**src/rtl/cad_pkg.sv**
```systemverilog
/*
 Constants, types and field layouts shared by both ends of the
 application command link of a contactless tag.
 Assumes both ends run on one clock at 20 MHz with a common reset.
*/
package cad_pkg;
	localparam logic [7:0] CAD_CLA_OK      = 8'h00;
	localparam logic [7:0] CAD_INS_SELECT  = 8'hA4;
	localparam logic [7:0] CAD_INS_READ    = 8'hB0;
	localparam logic [7:0] CAD_INS_WRITE   = 8'hD6;
	localparam logic [7:0] CAD_SW1_OK      = 8'h90;
	localparam logic [7:0] CAD_SW2_OK      = 8'h00;
	localparam logic [7:0] CAD_SW1_P1P2    = 8'h6A;
	localparam logic [7:0] CAD_SW2_P1P2    = 8'h86;
	localparam logic [7:0] CAD_SW1_CLA     = 8'h6E;
	localparam logic [7:0] CAD_SW1_LEN     = 8'h67;
	localparam logic [7:0] CAD_SW1_INS     = 8'h6D;
	localparam logic [7:0] CAD_SW2_ZERO    = 8'h00;
	localparam logic [7:0] CAD_SEL_P1      = 8'h00;
	localparam logic [7:0] CAD_SEL_P2      = 8'h00;
	localparam int         CAD_P1_RSV_BIT  = 7;
	localparam int         CAD_MODE_HI     = 6;
	localparam int         CAD_MODE_LO     = 4;
	localparam logic [3:0] CAD_ALIGN_MASK  = 4'hF;
	localparam logic [7:0] CAD_BYTE_ZERO   = 8'h00;
	localparam logic [3:0] CAD_NIB_ZERO    = 4'h0;
	localparam int         CAD_ADDR_W      = 12;
	localparam int         CAD_FWI_MAX     = 14;
	localparam int         CAD_CLK_HZ      = 20000000;
	localparam longint     CAD_FC_HZ       = 64'd13560000;
	localparam longint     CAD_T_CARRIER   = 64'd4096;
	// Cycles of T, rounded down since T bounds a longest wait.
	localparam int CAD_T_CYC =
		int'((CAD_T_CARRIER * CAD_CLK_HZ) / CAD_FC_HZ);

	typedef enum logic [2:0] {
		CAD_M_RF_PLAIN  = 3'h0,
		CAD_M_RSV_A     = 3'h1,
		CAD_M_RF_PRIV   = 3'h2,
		CAD_M_RF_FAM    = 3'h3,
		CAD_M_TN_PLAIN  = 3'h4,
		CAD_M_RSV_B     = 3'h5,
		CAD_M_TN_PRIV   = 3'h6,
		CAD_M_TN_FAM    = 3'h7
	} cad_mode_t;
endpackage

```
**src/rtl/cad_if.sv**
```systemverilog
/*
 Byte link between reader end and tag end; each byte is a one-cycle
 strobe, each APDU ends with a last flag.
 Assumes one shared clock.
*/
`timescale 1ns/1ps
interface cad_if;
	logic       cmd_vld;
	logic [7:0] cmd_byte;
	logic       cmd_last;
	logic       rsp_vld;
	logic [7:0] rsp_byte;
	logic       rsp_last;
	modport tag
	(
		input  cmd_vld, cmd_byte, cmd_last,
		output rsp_vld, rsp_byte, rsp_last
	);
	modport reader
	(
		output cmd_vld, cmd_byte, cmd_last,
		input  rsp_vld, rsp_byte, rsp_last
	);
endinterface

```
**src/rtl/cad_afi_match.sv**
```systemverilog
/*
 Family value filter for request frames.
 Assumes both inputs are stable while sampled.
*/
`timescale 1ns/1ps
module cad_afi_match
	import cad_pkg::*;
(
	// Values.
	input  wire logic [7:0] req_afi,
	input  wire logic [7:0] sys_afi,
	// Result.
	output logic            answer
);
	always_comb
	begin
		if (req_afi == CAD_BYTE_ZERO)
			answer = 1'b1;
		else if (req_afi[3:0] == CAD_NIB_ZERO)
			answer = req_afi[7:4] == sys_afi[7:4];
		else if (req_afi[7:4] == CAD_NIB_ZERO)
			answer = req_afi[3:0] == sys_afi[3:0];
		else
			answer = req_afi == sys_afi;
	end
endmodule

```
**src/rtl/cad_tag.sv**
```systemverilog
/*
 Tag end: parses command APDUs out of block payloads, checks class,
 parameters and lengths, answers status-only or data plus status.
 Assumes framing below this block delivers payload bytes with a last
 flag, and that data bodies and cipher work happen elsewhere.
*/
`timescale 1ns/1ps
module cad_tag
	import cad_pkg::*;
#(
	parameter int MEM_BYTES = 4096,
	parameter int MAX_LEN   = 255
)
(
	// Clock and reset.
	input  wire logic        clk,
	input  wire logic        rst,
	input  wire logic        ce,
	// Link.
	cad_if.tag               lnk,
	// System area.
	input  wire logic [7:0]  sys_afi,
	input  wire logic [63:0] card_identifier_area,
	input  wire logic [3:0]  fwi,
	// Request filter.
	input  wire logic        reqb_vld,
	input  wire logic [7:0]  reqb_afi,
	output logic             reqb_answer,
	output logic [31:0]      pupi,
	// Response data supply.
	input  wire logic [7:0]  body_byte,
	// Decoded command.
	output logic             cmd_ok,
	output logic [7:0]       cmd_ins,
	output logic [2:0]       cmd_mode,
	output logic [11:0]      cmd_addr,
	output logic             fwt_expired
);
	initial
	begin
		if (MEM_BYTES < 1 || MEM_BYTES > (1 << CAD_ADDR_W))
			$error("MEM_BYTES out of range");
		if (MAX_LEN < 1 || MAX_LEN > 255)
			$error("MAX_LEN out of range");
	end

	// ------------------------------------------------------------
	// State
	// ------------------------------------------------------------
	typedef enum logic [2:0] {
		S_CLA, S_INS, S_P1, S_P2, S_LEN, S_DATA, S_BODY, S_SW
	} cad_tst_t;

	typedef struct packed {
		cad_tst_t    st;
		logic [7:0]  cla;
		logic [7:0]  ins;
		logic [7:0]  p1;
		logic [7:0]  p2;
		logic [7:0]  len1;
		logic        has_len1;
		logic [7:0]  le;
		logic        has_le;
		logic [7:0]  cnt;
		logic [7:0]  sw1;
		logic [7:0]  sw2;
		logic        sw_second;
		logic        rsp_vld;
		logic [7:0]  rsp_byte;
		logic        rsp_last;
		logic        reqb_answer;
		logic [31:0] pupi;
		logic        cmd_ok;
		logic [2:0]  mode;
		logic [11:0] addr;
		logic [31:0] wait_cnt;
		logic        waiting;
		logic        fwt_expired;
	} cad_tstate_t;

	cad_tstate_t q;
	cad_tstate_t d;
	logic        afi_hit;

	cad_afi_match u_afi
	(
		.req_afi (reqb_afi),
		.sys_afi (sys_afi),
		.answer  (afi_hit)
	);

	// ------------------------------------------------------------
	// Next state
	// ------------------------------------------------------------
	always_comb
	begin
		logic        enc;
		logic [11:0] a;
		logic [7:0]  dlen;
		logic [7:0]  elen;
		logic        has_data;
		logic [31:0] fwt_lim;
		d = q;
		d.rsp_vld = 1'b0;
		d.rsp_last = 1'b0;
		d.fwt_expired = 1'b0;
		a = {q.p1[3:0], q.p2};
		enc = q.p1[5];
		// A lone length byte after the header is taken as Le.
		has_data = q.has_len1 && q.cnt != CAD_BYTE_ZERO;
		dlen = has_data ? q.len1 : CAD_BYTE_ZERO;
		elen = q.has_le ? q.le :
			(q.has_len1 && !has_data ? q.len1 : CAD_BYTE_ZERO);
		fwt_lim = CAD_T_CYC << ((fwi > 4'(CAD_FWI_MAX)) ?
			4'(CAD_FWI_MAX) : fwi);
		if (reqb_vld)
		begin
			d.reqb_answer = afi_hit;
			d.pupi = card_identifier_area[31:0];
		end
		if (q.waiting)
		begin
			d.wait_cnt = q.wait_cnt + 32'd1;
			if (q.wait_cnt + 32'd1 >= fwt_lim)
			begin
				d.fwt_expired = 1'b1;
				d.waiting = 1'b0;
			end
		end
		unique case (q.st)
			S_CLA, S_INS, S_P1, S_P2, S_LEN, S_DATA:
			begin
				if (lnk.cmd_vld)
				begin
					unique case (q.st)
						S_CLA: d.cla = lnk.cmd_byte;
						S_INS: d.ins = lnk.cmd_byte;
						S_P1:  d.p1 = lnk.cmd_byte;
						S_P2:  d.p2 = lnk.cmd_byte;
						S_LEN:
						begin
							d.len1 = lnk.cmd_byte;
							d.has_len1 = 1'b1;
							d.cnt = CAD_BYTE_ZERO;
						end
						default:
						begin
							if (q.cnt == q.len1)
							begin
								d.le = lnk.cmd_byte;
								d.has_le = 1'b1;
							end
							else
								d.cnt = q.cnt + 8'd1;
						end
					endcase
					if (q.st == S_P2 || q.st == S_LEN ||
						q.st == S_DATA)
					begin
						if (q.st == S_P2)
							d.st = S_LEN;
						if (q.st == S_LEN)
							d.st = S_DATA;
					end
					else
						d.st = cad_tst_t'(q.st + 3'd1);
					if (lnk.cmd_last)
					begin
						d.st = S_SW;
						d.sw_second = 1'b0;
						d.waiting = 1'b1;
						d.wait_cnt = '0;
					end
				end
			end
			S_BODY:
			begin
				d.waiting = 1'b0;
				d.rsp_vld = 1'b1;
				d.rsp_byte = body_byte;
				d.cnt = q.cnt - 8'd1;
				if (q.cnt == 8'd1)
				begin
					d.st = S_SW;
					d.sw_second = 1'b1;
				end
			end
			S_SW:
			begin
				d.waiting = 1'b0;
				d.rsp_vld = 1'b1;
				if (!q.sw_second)
				begin
					d.cmd_ok = 1'b0;
					d.mode = q.p1[CAD_MODE_HI:CAD_MODE_LO];
					d.addr = a;
					d.sw1 = CAD_SW1_OK;
					d.sw2 = CAD_SW2_OK;
					if (q.cla != CAD_CLA_OK)
					begin
						d.sw1 = CAD_SW1_CLA;
						d.sw2 = CAD_SW2_ZERO;
					end
					else if (q.ins == CAD_INS_SELECT)
					begin
						if (q.p1 != CAD_SEL_P1 || q.p2 != CAD_SEL_P2)
						begin
							d.sw1 = CAD_SW1_P1P2;
							d.sw2 = CAD_SW2_P1P2;
						end
						else
							d.cmd_ok = 1'b1;
					end
					else if (q.ins != CAD_INS_READ &&
						q.ins != CAD_INS_WRITE)
					begin
						d.sw1 = CAD_SW1_INS;
						d.sw2 = CAD_SW2_ZERO;
					end
					else if (q.p1[CAD_P1_RSV_BIT] ||
						q.p1[CAD_MODE_LO] && !enc ||
						32'(a) >= 32'(MEM_BYTES) ||
						enc && (a[3:0] & CAD_ALIGN_MASK) != 4'h0)
					begin
						d.sw1 = CAD_SW1_P1P2;
						d.sw2 = CAD_SW2_P1P2;
					end
					else if (32'(dlen) > 32'(MAX_LEN) ||
						32'(elen) > 32'(MAX_LEN) ||
						(q.ins == CAD_INS_WRITE) != has_data ||
						enc && ((dlen | elen) & 8'h0F) != 8'h00)
					begin
						d.sw1 = CAD_SW1_LEN;
						d.sw2 = CAD_SW2_ZERO;
					end
					else
						d.cmd_ok = 1'b1;
					d.rsp_vld = 1'b0;
					d.sw_second = 1'b1;
					d.cnt = CAD_BYTE_ZERO;
					if (d.sw1 == CAD_SW1_OK &&
						q.ins == CAD_INS_READ && elen != 8'h00)
					begin
						d.st = S_BODY;
						d.cnt = elen;
					end
				end
				else
				begin
					// Status-only unless an accepted read with nonzero Le, then after body.
					d.rsp_byte = q.sw1;
					d.cnt = 8'hFF;
					if (q.cnt == 8'hFF)
					begin
						d.rsp_byte = q.sw2;
						d.rsp_last = 1'b1;
						d.st = S_CLA;
						d.has_len1 = 1'b0;
						d.has_le = 1'b0;
						d.cnt = CAD_BYTE_ZERO;
					end
				end
			end
		endcase
	end

	// ------------------------------------------------------------
	// Registers
	// ------------------------------------------------------------
	always_ff @(posedge clk or posedge rst)
	begin
		if (rst)
		begin
			q <= '0;
			q.st <= S_CLA;
		end
		else if (ce)
			q <= d;
	end

	assign lnk.rsp_vld = q.rsp_vld;
	assign lnk.rsp_byte = q.rsp_byte;
	assign lnk.rsp_last = q.rsp_last;
	assign reqb_answer = q.reqb_answer;
	assign pupi = q.pupi;
	assign cmd_ok = q.cmd_ok;
	assign cmd_ins = q.ins;
	assign cmd_mode = q.mode;
	assign cmd_addr = q.addr;
	assign fwt_expired = q.fwt_expired;
endmodule
```
**src/flat_wrapper.sv**
```systemverilog
// flat-port wrapper written by rule: the top's interface ports become plain ports
module cad_tag_flat import cad_pkg::*;
#(
	parameter int MEM_BYTES = 4096,
	parameter int MAX_LEN   = 255
)
  (clk, rst, ce, sys_afi, card_identifier_area, fwi, reqb_vld, reqb_afi, reqb_answer, pupi, body_byte, cmd_ok, cmd_ins, cmd_mode, cmd_addr, fwt_expired, lnk_cmd_vld, lnk_cmd_byte, lnk_cmd_last, lnk_rsp_vld, lnk_rsp_byte, lnk_rsp_last);
  cad_if lnk_i ();
  input  wire logic clk;
  input  wire logic rst;
  input  wire logic ce;
  input  wire logic [7:0] sys_afi;
  input  wire logic [63:0] card_identifier_area;
  input  wire logic [3:0] fwi;
  input  wire logic reqb_vld;
  input  wire logic [7:0] reqb_afi;
  output logic reqb_answer;
  output logic [31:0] pupi;
  input  wire logic [7:0] body_byte;
  output logic cmd_ok;
  output logic [7:0] cmd_ins;
  output logic [2:0] cmd_mode;
  output logic [11:0] cmd_addr;
  output logic fwt_expired;
  input wire logic [$bits(lnk_i.cmd_vld)-1:0] lnk_cmd_vld;
  input wire logic [$bits(lnk_i.cmd_byte)-1:0] lnk_cmd_byte;
  input wire logic [$bits(lnk_i.cmd_last)-1:0] lnk_cmd_last;
  output wire logic [$bits(lnk_i.rsp_vld)-1:0] lnk_rsp_vld;
  output wire logic [$bits(lnk_i.rsp_byte)-1:0] lnk_rsp_byte;
  output wire logic [$bits(lnk_i.rsp_last)-1:0] lnk_rsp_last;
  assign lnk_i.cmd_vld = lnk_cmd_vld;
  assign lnk_i.cmd_byte = lnk_cmd_byte;
  assign lnk_i.cmd_last = lnk_cmd_last;
  assign lnk_rsp_vld = lnk_i.rsp_vld;
  assign lnk_rsp_byte = lnk_i.rsp_byte;
  assign lnk_rsp_last = lnk_i.rsp_last;
  cad_tag #(.MEM_BYTES(MEM_BYTES), .MAX_LEN(MAX_LEN)) u_core (.clk(clk), .rst(rst), .ce(ce), .lnk(lnk_i), .sys_afi(sys_afi), .card_identifier_area(card_identifier_area), .fwi(fwi), .reqb_vld(reqb_vld), .reqb_afi(reqb_afi), .reqb_answer(reqb_answer), .pupi(pupi), .body_byte(body_byte), .cmd_ok(cmd_ok), .cmd_ins(cmd_ins), .cmd_mode(cmd_mode), .cmd_addr(cmd_addr), .fwt_expired(fwt_expired));
endmodule
```
**config.mk**
```make
export PLATFORM = sky130hd
export DESIGN_NAME = cad_tag_flat
export DESIGN_NICKNAME = d
export VERILOG_FILES = /design/src/rtl/cad_pkg.sv /design/src/rtl/cad_if.sv /design/src/rtl/cad_afi_match.sv /design/src/rtl/cad_tag.sv /design/src/flat_wrapper.sv
export SDC_FILE = /design/constraint.sdc
export NUM_CORES = 1
export LEC_CHECK = 0
export ABC_CLOCK_PERIOD_IN_PS = 15500
export BUFFER_PORTS_ARGS = -buffer_cell sky130_fd_sc_hd__buf_2
export CAP_MARGIN = 20
export CORE_ASPECT_RATIO = 1.5
export CORE_UTILIZATION = 49
export DETAILED_ROUTE_END_ITERATION = 6
export PLACE_DENSITY = 0.83
export SETUP_SLACK_MARGIN = 0.05
export SYNTH_ARGS = -nofsm -noshare
export SYNTH_HDL_FRONTEND = slang
export SYNTH_SLANG_ARGS = --single-unit
```
**constraint.sdc**
```tcl
create_clock -name clk -period 15.5 [get_ports clk]
set_input_delay 3.1 -clock clk [delete_from_list [all_inputs] [get_ports clk]]
set_output_delay 3.1 -clock clk [all_outputs]
set_load 0.05 [all_outputs]
```
==> flow_metrics.tcl, run 1 <==
set metrics [dict create \
    required_ps 15810 \
    cts_made_buffers 17 \
    cts.sinks 161 \
    synth-main-ff-cell "dfrtp_1" \
    hold_class "flop to flop" \
    regArea_sq_um 4029 \
    drc 0 \
    cp.buffers_inverters 1 \
    place_area_sq_um 10270 \
    post-cts-setup-buffers 0 \
    clock_skew_ps 16.35 \
    die_h_um 176.0 \
    syn_nets 1174 \
    slew_viol_final 0 \
    gp_congestion 0.9046 \
    synth-seq-area-share_pct 40.72 \
    syn-cell-area_sq_um 9894 \
    slowest_delay_ps 570 \
    power.leakage_nw 5.035 \
    nFillCells 1723 \
    grt_start_max_net_pins 84 \
    cts_tree "done" \
    crit_arrival_ps 5990 \
    ys_types 77 \
    crit_fanout 28 \
    hpwl_um 18410 \
    cap_viol_max_count 0 \
    num_vias 8046 \
    diodes 0 \
    ys_seq_elements 161 \
    core_sq_um 19790 \
    die-width_um 118.0 \
    grt_pass1_wl_um 39720 \
    cpLargestDelayFamily "compound AO/OA/AOI/OAI gates" \
    tns_ps 0 \
    whs_ps 474.9 \
    postCtsHoldBufs 0 \
    clkLatencyLatePin_ps 420 \
    setup_ws_ps 9821 \
    cts_max_path_buffers 2 \
    first_iter_violations 604 \
    mostFrequentLayoutCell "dfrtp_1" \
    finalCritPeriodShare_pct 36.64 \
    ir_drop_mv 0.1851 \
    viasPerCell 5.951 \
    wire_per_inst_um 18.25 \
    initial_core_util_pct 50.01 \
    rsz0062_at_grt "false" \
    drive_gt1_share_pct 25.46 \
    cp_cell_sequence "buf_2 -> nand3_1 -> nand2_1 -> ha_1 -> nand2_1 -> o21ai_0 -> a32oi_1 -> ha_1 -> a21oi_1 -> o211ai_1 -> nor4_1 -> o311ai_0 -> a211oi_2 -> a31o_1" \
    maxSlewHeadroom_pct 35.21 \
    io_buffers 141 \
    layout.nets 1226 \
    tightestPinTransition_ps 958.3 \
    area_delta_synth_final_pct 10.51 \
    path_class "input pin to flop" \
    syn_avg_cell_area_sq_um 9.634 \
    h-tree-depth 4 \
    synth_area_leaders "dfrtp_1 (41%), mux2_2 (9.6%), ha_1 (5.2%)" \
    clk_pin_slew_ps 70 \
    multi_input_area_sq_um 5092 \
    grt_pass1_vias 7988 \
    min_period_ps 5679 \
    fmax_mhz 176.1 \
    cp_slowest_cell "o311ai_0" \
    cp-start-kind "input pin" \
    whs_path_depth 2 \
    fin_util_pct 55.26 \
    cts_root_buf "clkbuf_16" \
    crit_cells 14 \
    antenna_found_initial 0 \
    synth_top_cell_area_share_pct 40.72 \
    drt_wl_total_um 24680 \
    design_area_sq_um 10930 \
    status "finished, final reports clean" \
    final_cell_mix "dfrtp_1 (161), buf_2 (141), nand2_1 (133), mux2_2 (84), o21ai_0 (58)" \
    first_pass_iters 6 \
    async_reset_ff_share_pct 100.0 \
    io_pins 174 \
    antenna_left 0 \
    rows 63 \
    post_cts_resized 0 \
    grt_overflow 0 \
    reg2reg_depth 12 \
    synth-edff-count 0 \
    synth_top_cell_by_area "dfrtp_1" \
    hold_viol 0 \
    worst_setup_path_end_kind "flop" \
    power.density_nw_per_um2 157.2 \
    syn-instance-count 1027 \
    finalSetupViolations 0 \
    grt_usage_pct 23.86 \
    dieArea_sq_um 20780 \
    dp_slack_ps 9459 \
    ys.warnings.count 0 \
]
report_power, final:
part | internal (W) | switching [W]
Combinational | 0.000220 | 0.000384
Clock | 0.000237 | 0.000205
Sequential | 0.000538 | 0.000135
Yosys cell counts (19+ instances only):
cell / count
o21ai_0: 58
nand3_1: 32
xnor2_1: 20
a21oi_1: 34
xor2_1: 34
inv_1: 22
clkbuf_1: 39
ha_1: 41
nor2_1: 48
dfrtp_1: 161
mux2_2: 84
buf_4: 64
nand2_1: 133
nor4_1: 19
routing by layer:
layer	vias to the layer above	share of wire (%)	GRT usage [%]
li1	3769	-	-
met1	3916	37	26.41
met2	282	53	43.63
met3	79	4.1	3.165
met4	0	5.2	13.78
met5	-	0	0
area by class of cell:
class / count / share of cell area, %
Sequential cell: 161 / 36.85
Clock inverter: 15 / 1.968
Timing Repair Buffer: 145 / 6.912
Inverter: 23 / 0.8353
Clock buffer: 17 / 3.891
Multi-Input combinational cell: 731 / 46.57
Tap cell: 260 / 2.975
registers in the layout (all words and copies together), names as in the netlist:
signal / count
u_core.fwt_expired: 1
u_core.q: 94
u_core.lnk.rsp_byte: 8
u_core.reqb_answer: 1
u_core.cmd_mode: 3
u_core.pupi: 32
u_core.lnk.rsp_vld: 1
u_core.lnk.rsp_last: 1
u_core.cmd_ins: 8
u_core.cmd_addr: 12
final timing paths:
path / start / end / slack, ps
setup / recovery: fwi[2] / u_core.q[1] / 9820
setup reg to reg: u_core.q[2] / u_core.q[1] / 11380
max in group asynchronous: rst / u_core.cmd_ins[0] / 11620
hold / removal: u_core.lnk.rsp_byte[5] / u_core.lnk.rsp_byte[5] / 470
hold reg to reg: u_core.lnk.rsp_byte[5] / u_core.lnk.rsp_byte[5] / 470
min in group asynchronous: rst / u_core.pupi[21] / 2800
per-stage QoR:
step	power, W	instances
global placement	0.001247	1319
detailed placement	0.001269	1319
global route	0.001803	1352
floorplan	0.001173	1027
CTS	0.001718	1351
finish	0.001719	1352
worst reg2reg max path, stage by stage (launching register included):
cell and delay [ps]:
dfrtp_1 430, and3_1 260, nand4_1 350, nor3_1 880
and3_2 310, xor2_1 300, ha_1 310, a21oi_1 140
o21ai_0 130, a211oi_1 220, o21ai_0 170, a211oi_2 370
a31o_1 190
logic make-up after synthesis:
logic type | after synthesis | share of synthesized area [%]
simple gates | 333 | 16.84
compound gates | 209 | 14.09
flops | 161 | 40.72
buf+inv | 135 | 7.815
mux | 94 | 10.57
xor+xnor | 54 | 4.780
fa+ha+maj | 41 | 5.185
Power figures use the tool's default switching activity.
==> run 2: changes to the inputs <==
--- a/config.mk
+++ b/config.mk
@@ -5,7 +5,7 @@
 export SDC_FILE = /design/constraint.sdc
 export NUM_CORES = 1
 export LEC_CHECK = 0
-export ABC_CLOCK_PERIOD_IN_PS = 15500
+export ABC_CLOCK_PERIOD_IN_PS = 5900
 export BUFFER_PORTS_ARGS = -buffer_cell sky130_fd_sc_hd__buf_2
 export CAP_MARGIN = 20
 export CORE_ASPECT_RATIO = 1.5
==> constraint.sdc (replaced) <==
create_clock -name clk -period 5.9 [get_ports clk]
set_input_delay 1.18 -clock clk [delete_from_list [all_inputs] [get_ports clk]]
set_output_delay 1.18 -clock clk [all_outputs]
set_load 0.05 [all_outputs]
==> flow_metrics.tcl, run 2 (synthesis gave the netlist of run 1 again) <==
set metrics [dict create \
    die-width_um 118.0 \
    first_pass_iters 6 \
    cts_made_buffers 17 \
    core_sq_um 19790 \
    gp_congestion 0.9386 \
    fmax_mhz 255.8 \
    cp-start-kind "input pin" \
    largest_register_ffs 94 \
    cp.buffers_inverters 1 \
    drt_wl_total_um 25120 \
    rows 63 \
    io_pins 174 \
    post_cts_resized 0 \
    whs_path_depth 2 \
    cp_cell_sequence "buf_2 -> nand3_1 -> nand2_1 -> ha_1 -> nand2_1 -> nand2_1 -> a21oi_1 -> ha_1 -> a21oi_1 -> o21ai_0 -> a41oi_1 -> nor4_1 -> a211oi_2 -> a31o_1" \
    num_vias 8148 \
    viasPerCell 6.022 \
    slew_viol_final 0 \
    status "finished, final reports clean" \
    path_class "input pin to flop" \
    drc 0 \
    area_delta_synth_final_pct 9.813 \
    hpwl_um 18650 \
    cts_max_path_buffers 2 \
    final_cell_mix "dfrtp_1 (161), buf_2 (141), nand2_1 (133), mux2_2 (84), o21ai_0 (58)" \
    initial_core_util_pct 50.01 \
    dieArea_sq_um 20780 \
    cap_viol_max_count 0 \
    drive_gt1_share_pct 25.43 \
    grt_pass1_vias 8130 \
    diodes 0 \
    maxSlewHeadroom_pct 41.28 \
    antenna_left 0 \
    mostFrequentLayoutCell "dfrtp_1" \
    post-cts-setup-buffers 0 \
    cts_root_buf "clkbuf_16" \
    clkLatencyLatePin_ps 440 \
    finalCritPeriodShare_pct 66.25 \
    tns_ps 0 \
    min_period_ps 3909 \
    cpLargestDelayFamily "compound AO/OA/AOI/OAI gates" \
    cts_tree "done" \
    reg2reg_depth 12 \
    cts.sinks 161 \
    tightestPinTransition_ps 868.5 \
    die_h_um 176.0 \
    grt_overflow 0 \
    crit_fanout 28 \
    io_buffers 141 \
    crit_cells 14 \
    grt_usage_pct 24.40 \
    h-tree-depth 4 \
    wire_per_inst_um 18.56 \
    rsz0062_at_grt "false" \
    crit_top_cell "nand2_1" \
    clk_pin_slew_ps 70 \
    postCtsHoldBufs 0 \
    hold_viol 0 \
    cp_slowest_cell "nor4_1" \
    layout.nets 1227 \
    antenna_found_initial 0 \
    crit_arrival_ps 4220 \
    slowest_delay_ps 440 \
    power.total_w 0.004426 \
    worst_setup_path_end_kind "flop" \
    required_ps 6210 \
    power.leakage_nw 5.013 \
    first_iter_violations 614 \
    hold_class "flop to flop" \
    grt_pass1_wl_um 40590 \
    largest_register "u_core.q" \
    grt_start_max_net_pins 113 \
    ir_drop_mv 0.3842 \
    finalSetupViolations 0 \
    ff2ff_setup_slack_ps 2060 \
    power.density_nw_per_um2 407.3 \
    clock_skew_ps 18.31 \
]
==> run 2: changes by cell type in the layout (fill, tap and decap cells not counted), sizes merged <==
cell    delta
clkinv     -3
inv        +3
buf        +1
bufinv     -1
clkbuf     +1
==> run 2: area by class of cell <==
type / count / area [sq um]
Fill cell: 1697 / 8920
Multi-Input combinational cell: 731 / 5092
Sequential cell: 161 / 4029
Timing Repair Buffer: 146 / 763.2
Clock buffer: 18 / 429.2
Tap cell: 260 / 325.3
Clock inverter: 14 / 135.1
Inverter: 23 / 91.34
==> run 2: final timing paths <==
kind,start,end
setup / recovery,fwi[2],u_core.q[1]
hold / removal,u_core.cmd_addr[10],u_core.cmd_addr[10]
setup reg to reg,u_core.q[2],u_core.q[1]
hold reg to reg,u_core.cmd_addr[10],u_core.cmd_addr[10]
max in group asynchronous,rst,u_core.pupi[8]
min in group asynchronous,rst,u_core.pupi[13]
==> run 2: metrics by stage <==
stage	worst slack (ps)	utilization [%]	instance area [sq um]	hold WS, ps	std cells
floorplan	371.7	-	9894	447.0	1027
global placement	1709	51.93	10270	456.0	1320
detailed placement	1673	51.93	10270	458.3	1320
CTS	2108	54.78	10840	476.2	1352
global route	1836	54.92	10870	495.7	1353
finish	1991	54.92	10870	474.1	1353
==> run 2: metal layers <==
layer	GRT usage (%)	vias up	part of all wire, %
met5	0	-	0
met1	26.19	4005	37
met2	45.15	298	54
met3	3.811	95	4.1
li1	-	3750	-
met4	14.10	0	5.0
==> run 2: power breakdown <==
group / total [W] / leakage (nW) / internal (W) / switching (W)
clock: 0.00106 / 0.282 / 0.000562 / 0.000501
combinational: 0.00159 / 2.66 / 0.000579 / 0.00102
sequential: 0.00177 / 2.07 / 0.00141 / 0.000355
==> run 2: worst min-delay path: stages, from the launching register on <==
cell and delay, ps:
dfrtp_1 340, nand2_1 50, nand2_1 50
